**src/hdl/mcrcfg_regs.vh**
```
// register offsets, field layout, reset values for collision/retry/max-frame config
`ifndef MCRCFG_REGS_VH
`define MCRCFG_REGS_VH

// base register word addresses (byte addresses, aligned words)
`define MCRCFG_ADDR_W          6
`define MCRCFG_OFS_CWRL        6'h00
`define MCRCFG_OFS_CWRL_SET    6'h04
`define MCRCFG_OFS_CWRL_CLR    6'h08
`define MCRCFG_OFS_CWRL_INV    6'h0c
`define MCRCFG_OFS_MAXF        6'h10
`define MCRCFG_OFS_MAXF_SET    6'h14
`define MCRCFG_OFS_MAXF_CLR    6'h18
`define MCRCFG_OFS_MAXF_INV    6'h1c
`define MCRCFG_OFS_IRQ_STAT    6'h20
`define MCRCFG_OFS_IRQ_MASK    6'h24

// alias kind in address bits 3:2
`define MCRCFG_ALIAS_PLAIN     2'h0
`define MCRCFG_ALIAS_SET       2'h1
`define MCRCFG_ALIAS_CLR       2'h2
`define MCRCFG_ALIAS_INV       2'h3

// access size codes
`define MCRCFG_SIZE_8          2'h0
`define MCRCFG_SIZE_16         2'h1
`define MCRCFG_SIZE_32         2'h2

// field layout
`define MCRCFG_SLOT_MSB        13
`define MCRCFG_SLOT_LSB        8
`define MCRCFG_RETRY_MSB       3
`define MCRCFG_RETRY_LSB       0
`define MCRCFG_MAXF_MSB        15
`define MCRCFG_MAXF_LSB        0

// reset values
`define MCRCFG_SLOT_RST        6'h37
`define MCRCFG_RETRY_RST       4'hf
`define MCRCFG_MAXF_RST        16'h05ee

// interrupt status bits
`define MCRCFG_IRQ_W           2
`define MCRCFG_IRQ_XCOL        0
`define MCRCFG_IRQ_OVERLEN     1

`endif

```
**src/hdl/mcrcfg_top.v**
```verilog
// collision window, retry limit and max frame length configuration registers
// ==========================================================
// Overview of operation
// collision register bits 31:14 read zero
// collision register bits 7:4 read zero
// six-bit slot window at bits 13:8
// slot window resets to 0x37
// four-bit retry limit, abandon when exhausted
// retry limit resets to 0xf
// sixteen-bit max length resets to 0x05ee
// max length register bits 31:16 read zero
// software raises max length for tagged frames
// 16/32-bit access incl aliases; 8-bit ignored
// excessive-collision abandon raises status flag
`default_nettype none
`include "mcrcfg_regs.vh"

module mcrcfg_top #(
   parameter ADDR_W = `MCRCFG_ADDR_W
) (
   input  wire              mclk,              // system clock, 50 MHz
   input  wire              rst_n,             // async reset, active low
   input  wire              clk_en,            // freezes all state when low
   input  wire [ADDR_W-1:0] reg_addr,          // byte address
   input  wire [31:0]       reg_wdata,         // write data
   input  wire [1:0]        reg_size,          // 0=8-bit 1=16-bit 2=32-bit
   input  wire              reg_half_sel,      // 16-bit access: 1 selects upper half
   input  wire              reg_wr,            // write strobe
   input  wire              reg_rd,            // read strobe
   output reg  [31:0]       reg_rdata,         // read data, cycle after strobe
   input  wire              tx_collision,      // collision seen during attempt
   input  wire              tx_attempt_done,   // attempt finished without collision
   input  wire [15:0]       rx_frame_len,      // length of frame just received
   input  wire              rx_frame_end,      // receive frame end pulse
   output reg  [5:0]        slot_window_bytes, // collision window in frame bytes
   output reg  [3:0]        retry_attempt_limit, // retransmission limit
   output reg  [15:0]       rx_length_ceiling, // max accepted receive length
   output reg               tx_abandon,        // pulse: packet dropped, excess collisions
   output reg               rx_too_long,       // pulse: frame over ceiling
   output reg               irq                // level interrupt
);

   // ==========================================================
   // registers
   reg [5:0]               slot_ff;
   reg [3:0]               retry_ff;
   reg [15:0]              maxf_ff;
   reg [3:0]               retry_cnt_ff;
   reg [`MCRCFG_IRQ_W-1:0] stat_ff;
   reg [`MCRCFG_IRQ_W-1:0] mask_ff;

   reg [5:0]               nxt_slot;
   reg [3:0]               nxt_retry;
   reg [15:0]              nxt_maxf;
   reg [3:0]               nxt_retry_cnt;
   reg [`MCRCFG_IRQ_W-1:0] nxt_stat;
   reg [`MCRCFG_IRQ_W-1:0] nxt_mask;
   reg                     nxt_abandon;
   reg                     nxt_too_long;
   reg [31:0]              nxt_rdata;

   // ==========================================================
   // access decode
   wire [1:0] alias_kind = reg_addr[3:2];
   wire       sel_cwrl   = (reg_addr[ADDR_W-1:4] == `MCRCFG_OFS_CWRL >> 4) && (reg_addr[1:0] == 2'h0);
   wire       sel_maxf   = (reg_addr[ADDR_W-1:4] == `MCRCFG_OFS_MAXF >> 4) && (reg_addr[1:0] == 2'h0);
   wire       sel_stat   = (reg_addr == `MCRCFG_OFS_IRQ_STAT);
   wire       sel_mask   = (reg_addr == `MCRCFG_OFS_IRQ_MASK);
   // 8-bit accesses dropped
   wire       size_ok    = (reg_size == `MCRCFG_SIZE_16) || (reg_size == `MCRCFG_SIZE_32);
   wire       wr_ok      = reg_wr && size_ok;

   // lane mask for 16-bit halves
   wire [31:0] lane_mask = (reg_size == `MCRCFG_SIZE_32) ? 32'hffffffff :
                           (reg_half_sel ? 32'hffff0000 : 32'h0000ffff);
   wire [31:0] wdata_m   = reg_wdata & lane_mask;

   // image of collision register, unused bits zero
   wire [31:0] cwrl_img = {18'h00000, slot_ff, 4'h0, retry_ff};
   // upper half of max length reads zero
   wire [31:0] maxf_img = {16'h0000, maxf_ff};

   function [31:0] apply_alias;
      input [1:0]  kind;
      input [31:0] cur;
      input [31:0] wd;
      input [31:0] lm;
      begin
         case (kind)
            `MCRCFG_ALIAS_SET: apply_alias = cur | wd;
            `MCRCFG_ALIAS_CLR: apply_alias = cur & ~wd;
            `MCRCFG_ALIAS_INV: apply_alias = cur ^ wd;
            default:           apply_alias = (cur & ~lm) | wd;
         endcase
      end
   endfunction

   wire [31:0] cwrl_new = apply_alias(alias_kind, cwrl_img, wdata_m, lane_mask);
   wire [31:0] maxf_new = apply_alias(alias_kind, maxf_img, wdata_m, lane_mask);

   // ==========================================================
   // events
   wire retry_out = tx_collision && (retry_cnt_ff >= retry_ff);
   wire ev_xcol   = retry_out;
   wire ev_long   = rx_frame_end && (rx_frame_len > maxf_ff);

   // ==========================================================
   // next state
   always @* begin
      nxt_slot      = slot_ff;
      nxt_retry     = retry_ff;
      nxt_maxf      = maxf_ff;
      nxt_mask      = mask_ff;
      nxt_retry_cnt = retry_cnt_ff;
      nxt_rdata     = 32'h00000000;
      nxt_abandon   = 1'b0;
      nxt_too_long  = 1'b0;
      // slot window written at bits 13:8
      if (wr_ok && sel_cwrl) begin
         nxt_slot  = cwrl_new[`MCRCFG_SLOT_MSB:`MCRCFG_SLOT_LSB];
         nxt_retry = cwrl_new[`MCRCFG_RETRY_MSB:`MCRCFG_RETRY_LSB];
      end
      // ceiling fully programmable
      if (wr_ok && sel_maxf) begin
         nxt_maxf = maxf_new[`MCRCFG_MAXF_MSB:`MCRCFG_MAXF_LSB];
      end
      if (wr_ok && sel_mask) begin
         nxt_mask = wdata_m[`MCRCFG_IRQ_W-1:0];
      end
      // count retries, abandon on exhaustion
      if (retry_out) begin
         nxt_retry_cnt = 4'h0;
         nxt_abandon   = 1'b1;
      end else if (tx_collision) begin
         nxt_retry_cnt = retry_cnt_ff + 4'h1;
      end else if (tx_attempt_done) begin
         nxt_retry_cnt = 4'h0;
      end
      nxt_too_long = ev_long;
      // sticky status, set wins over clear
      nxt_stat = stat_ff;
      if (wr_ok && sel_stat) begin
         nxt_stat = stat_ff & ~wdata_m[`MCRCFG_IRQ_W-1:0];
      end
      if (ev_xcol) begin
         nxt_stat[`MCRCFG_IRQ_XCOL] = 1'b1;
      end
      if (ev_long) begin
         nxt_stat[`MCRCFG_IRQ_OVERLEN] = 1'b1;
      end
      // reads honoured at 16/32 bits only
      if (reg_rd && size_ok) begin
         if (sel_cwrl) begin
            nxt_rdata = cwrl_img & lane_mask;
         end else if (sel_maxf) begin
            nxt_rdata = maxf_img & lane_mask;
         end else if (sel_stat) begin
            nxt_rdata = {30'h00000000, stat_ff} & lane_mask;
         end else if (sel_mask) begin
            nxt_rdata = {30'h00000000, mask_ff} & lane_mask;
         end
      end
   end

   // ==========================================================
   // state
   always @(posedge mclk or negedge rst_n) begin
      if (!rst_n) begin
         // power-on defaults
         slot_ff             <= `MCRCFG_SLOT_RST;
         retry_ff            <= `MCRCFG_RETRY_RST;
         maxf_ff             <= `MCRCFG_MAXF_RST;
         retry_cnt_ff        <= 4'h0;
         stat_ff             <= 2'h0;
         mask_ff             <= 2'h0;
         reg_rdata           <= 32'h00000000;
         slot_window_bytes   <= `MCRCFG_SLOT_RST;
         retry_attempt_limit <= `MCRCFG_RETRY_RST;
         rx_length_ceiling   <= `MCRCFG_MAXF_RST;
         tx_abandon          <= 1'b0;
         rx_too_long         <= 1'b0;
         irq                 <= 1'b0;
      end else if (clk_en) begin
         slot_ff             <= nxt_slot;
         retry_ff            <= nxt_retry;
         maxf_ff             <= nxt_maxf;
         retry_cnt_ff        <= nxt_retry_cnt;
         stat_ff             <= nxt_stat;
         mask_ff             <= nxt_mask;
         reg_rdata           <= nxt_rdata;
         slot_window_bytes   <= nxt_slot;
         retry_attempt_limit <= nxt_retry;
         rx_length_ceiling   <= nxt_maxf;
         tx_abandon          <= nxt_abandon;
         rx_too_long         <= nxt_too_long;
         irq                 <= |(nxt_stat & nxt_mask);
      end
   end

endmodule
`default_nettype wire

```
**config.mk**
```make
export PLATFORM = sky130hd
export DESIGN_NAME = mcrcfg_top
export DESIGN_NICKNAME = d
export VERILOG_FILES = /design/src/hdl/mcrcfg_top.v
export VERILOG_INCLUDE_DIRS = /design/src /design/src/hdl
export SDC_FILE = /design/constraint.sdc
export NUM_CORES = 1
export LEC_CHECK = 0
export BUFFER_PORTS_ARGS = -buffer_cell sky130_fd_sc_hd__buf_2
export CAP_MARGIN = 15
export CORE_ASPECT_RATIO = 1.4
export CORE_MARGIN = 2
export CORE_UTILIZATION = 55
export CTS_CLUSTER_DIAMETER = 50
export DETAILED_ROUTE_END_ITERATION = 12
export PLACE_DENSITY = 0.9
export RECOVER_POWER = 50
export SYNTH_ARGS = -nofsm -noshare
export SYNTH_HDL_FRONTEND = slang
export SYNTH_SLANG_ARGS = --single-unit
export TNS_END_PERCENT = 5
```
**constraint.sdc**
```tcl
create_clock -name mclk -period 4.5 [get_ports mclk]
set_clock_uncertainty 0.15 [all_clocks]
set_input_delay 0.225 -clock mclk [delete_from_list [all_inputs] [get_ports mclk]]
set_output_delay 0.225 -clock mclk [all_outputs]
set_load 0.01 [all_outputs]
```
-- Word-level counts from Yosys, hierarchy flattened
Index checks and enable logic that the tools add are counted.
- register bits: 69
- bits of input ports: 65
- output and inout port bits: 61
- logic and storage cells: 76
- $add $sub $neg: 1
- magnitude comparators: 2
- equality and inequality tests: 8
- muxes and demuxes: 17
- bitwise gates (word level): 20
- reduce and logical (&&, ||, !) cells: 18
- operator list (operator ; count):
    two-way mux 32 bit ; 7
    bitwise AND 2 x 32 -> 32 bit ; 2
    bitwise AND 16 bit ; 3
    one-hot mux 16 bit (3 select lines) ; 1
    one-hot mux 14 bit (3 select lines) ; 1
    bitwise AND 14 x 32 -> 32 bit ; 1
    bitwise AND 16 x 32 -> 32 bit ; 1
    inverter 16 bit ; 2
    bitwise OR 16 bit ; 2
    bitwise AND 14 bit ; 2
    bitwise OR 14 bit ; 2
    > comparator 16 bit ; 1
    XOR 16 bit ; 1
    XOR 14 bit ; 1
    equality test 6 bit, second input constant ; 2
    two-way mux 4 bit ; 3
    logical AND 1 bit ; 10
    equality test 2 x 1 -> 1 bit, second input constant ; 3
    equality test 2 bit, second input constant ; 3
    AND reduction 2 bit ; 3
    adder 4 x 1 -> 4 bit, second input constant ; 1
    bitwise AND 2 bit ; 2
    greater-or-equal comparator 4 bit ; 1
    zero test 2 bit ; 2
    other kinds (6) ; 9

-- Depth between registers and ports, before layout
- depth after elaboration: 9
- depth in mapped cells: 12
- mapped depth without buffers: 11

-- Least setup slack after synthesis
No wires, ideal clock.
- path type: flip-flop to flip-flop
- start point: reg with a tool-made name
- end point: reg retry_cnt_ff[2]
- setup time: 64 ps
- arrival: 1921 ps
- data required time: 4286 ps
- setup slack: 2365 ps
- cell stages (with the launch flop): 7
- path buffers: 0
- clock period less this slack: 2135 ps
- cell sequence: dfstp_2 ha_1 nand2b_1 a211o_1 a2111o_1 nor3b_1 a21o_1
- RTL lines (item ; RTL line ; RTL):
    end signal, assigned ; mcrcfg_top.v:187 ; retry_cnt_ff <= nxt_retry_cnt;
    end, declared ; mcrcfg_top.v:48 ; reg [3:0] retry_cnt_ff;

==> impl_results.md <==
- Cell variety after synth: 54
- Post-CTS setup buffers: 0
- Final nets: 649
- Multi-input gate area: 2509 µm²
- Share of post-route cells with drive strength above 1: 0.2239
- Fin crit share: 0.5254
- Commonest non-fill, non-tap cell in the layout: buf_2
- Min Tclk post-route: 2.364 ns
- Synth top area share: 0.2154
- WL/cell: 16.34 µm
- First-pass GRT wire length: about 17000 µm
- Chip width: slightly below 80 µm
- Final HPWL DP: 7628 µm
- DIE HEIGHT: roughly 110 µm
- Largest net degree at the start of global routing: 58
- F_max: approximately 420 MHz
- CP Launch Type: flip-flop
- Post-Route WL: a little over 10000 µm
- DRT antenna net count: 0
- Gp weighted congestion: about 0.86
- Syn. warnings: 0
- Critical Path RT: 4.60 ns
- Vias in the first global route: about 3600
- Worst r2r path cells: 6
- Hold crit path type: in -> reg
- Register bit total from synthesis: 53
- Die area: 8326 µm²
- Setup crit end: retry_cnt_ff[2]
- Overall power: 1.240 mW
- Worst Hold Depth: 2
- Detailed-route via count: approximately 3600
- CTS Buffer Depth: 2
- Finish-stage setup viols: 0
- Residual DRC: 0
- Cell count after synthesis: ~450
- CTS tree: yes
- Kind of critical path: reg -> reg
- Max-slew headroom: 0.3966
- Design area: around 4700 µm²
- Gr ovfl total: 0
- Post-synthesis sequential area ratio: 0.3223
- Worst Tran Pin Value: about 0.9 ns
- Initial antenna violation count: 0
- R2R Setup Slk: roughly 2.1 ns
- Rows: 37
- Total GRT Usage: 0.2506
- Clock sinks: 53
- Crit Reg-Reg Endpoint: retry_cnt_ff[2]
- PortBufs: 93
- Peak VDD IR: 0.2453 mV
- I/O pin total: 126
- H-tree Lvls: 2
- Top post-synthesis cells by area: dfrtp_1 (22%), ha_1 (17%), dfstp_2 (11%)
- # diodes: 0
- Drt via density: roughly 5.7
- Synth area leader: dfrtp_1
- Highest-count cells in the layout ignoring fill and taps: buf_2 (71), nand2_1 (63), ha_1 (58)
- Setup_tns: 0 ns
- Post-synth ARST share: 1.000
- Core area: 7361 µm²
- Outcome: finished, final reports clean
- Clock Latency Late Sink: 0.31 ns
- Num CTS Buffers: 5
- Worst setup EP type: flip-flop
- Seq. cell area: 1348 µm²
- Number of synthesized flops with an enable pin: 0
- Synthesized area per cell: approximately 9.4 µm²
- Final-report hold violation count: 0
- Clock-pin slew on the worst setup and hold paths: 0.09 ns
- RSZ-0062 raised after global routing: no
- Crit path DAT: between 2 and 2.5 ns
- Initial Utilization: 0.5681
- Mapped cell area: roughly 4200 µm²
- Placed Area: ~4600 µm²
- Total power divided by cell area: between 200 and 300 nW/µm²
- P_leak: 2.284 nW
- DRT iter0 DRCs: around 250
- First-pass detailed-route iteration total: 4
- Root Buffer: clkbuf_8
- Largest fanout on the critical path: 6
- Max-Cap Viols: 0
- Area Overhead vs Synth: 12.03%
- Final slew viol count: 0
- Ys flop type: dfrtp_1
- Fillers: roughly 630
[repair_timing]
action / CTS / global route
setup endpoints to repair: 0 / 0
endpoints found under the hold margin: 36 / 0
resized for setup: 0 / 0
hold buffers: 1 / 0
[cell families after synthesis]
logic type                 synth area share
muxes                               0.08677
DFF                                  0.3223
xor gates and xnor gates           0.002095
and+or+nand+nor                      0.1197
buffers and inverters               0.09126
adders and majority gates            0.1735
other                             0.0008968
AOI/OAI and AO/OA                    0.2035
[area by class of cell]
type,instances,area share
inverter,39,0.03125
multi-input combinational,330,0.5355
timing repair buffer,97,0.1004
sequential,53,0.2877
tap,97,0.02591
clock buffer,8,0.01923
[how the worst min path moves through the flow]
| stage | start | endpoint | slack, ns |
|---|---|---|---|
| after global placement | rst_n | retry_cnt_ff[0] | 0.23 |
| after CTS | clk_en | stat_ff[0] | 0.09 |
| after floorplan | rst_n | async pin | -0.22 |
| after global routing | clk_en | stat_ff[0] | 0.11 |
| after detailed placement | rst_n | tx_abandon | 0.24 |
| final | clk_en | stat_ff[0] | 0.11 |
[critical path, cell delays in order, from the launching register on]
cell      delay [ns]
dfstp_2         0.61
ha_1            0.25
nand2b_1        0.14
a211o_1         0.31
a2111o_1        0.45
nor3b_1         0.28
a21o_1          0.12
[power by group]
part           internal (mW)  switching [mW]  total, mW  leakage, nW
sequential             0.527          0.0517      0.578        0.662
clock                  0.126           0.157      0.283       0.0455
combinational          0.163           0.215      0.378         1.58
[synthesized netlist by cell type, drive strengths merged, types with 3 or more instances]
cell	instances
nand3	3
nand4	5
inv	39
dfrtp	36
o2bb2ai	9
a21oi	9
ha	58
o211ai	13
o21ai	46
a21o	5
nor2	5
nor3	4
dfstp	17
buf	27
nand2b	3
mux2i	34
clkbuf	13
nand2	63
a22o	23
[metrics by stage]
step             util  worst slack [ns]  instances  hold WS [ns]
3_3_place_gp   0.6255             1.817        614        0.2298
2_1_floorplan       -             2.365        462       -0.2206
3_5_place_dp   0.6255             1.777        614        0.2418
5_1_grt        0.6364             2.063        624        0.1146
6_report       0.6364             2.136        624        0.1117
4_1_cts        0.6391             2.109        623       0.09207
[metal layers]
layer	vias up	global-route usage	routed length (µm)
met4	0	0.1327	224
li1	1718	-	-
met5	-	0	0
met3	17	0.04714	491
met1	1713	0.2850	4056
met2	106	0.4403	5425
Note: power is estimated with default switching activity, not from simulation.
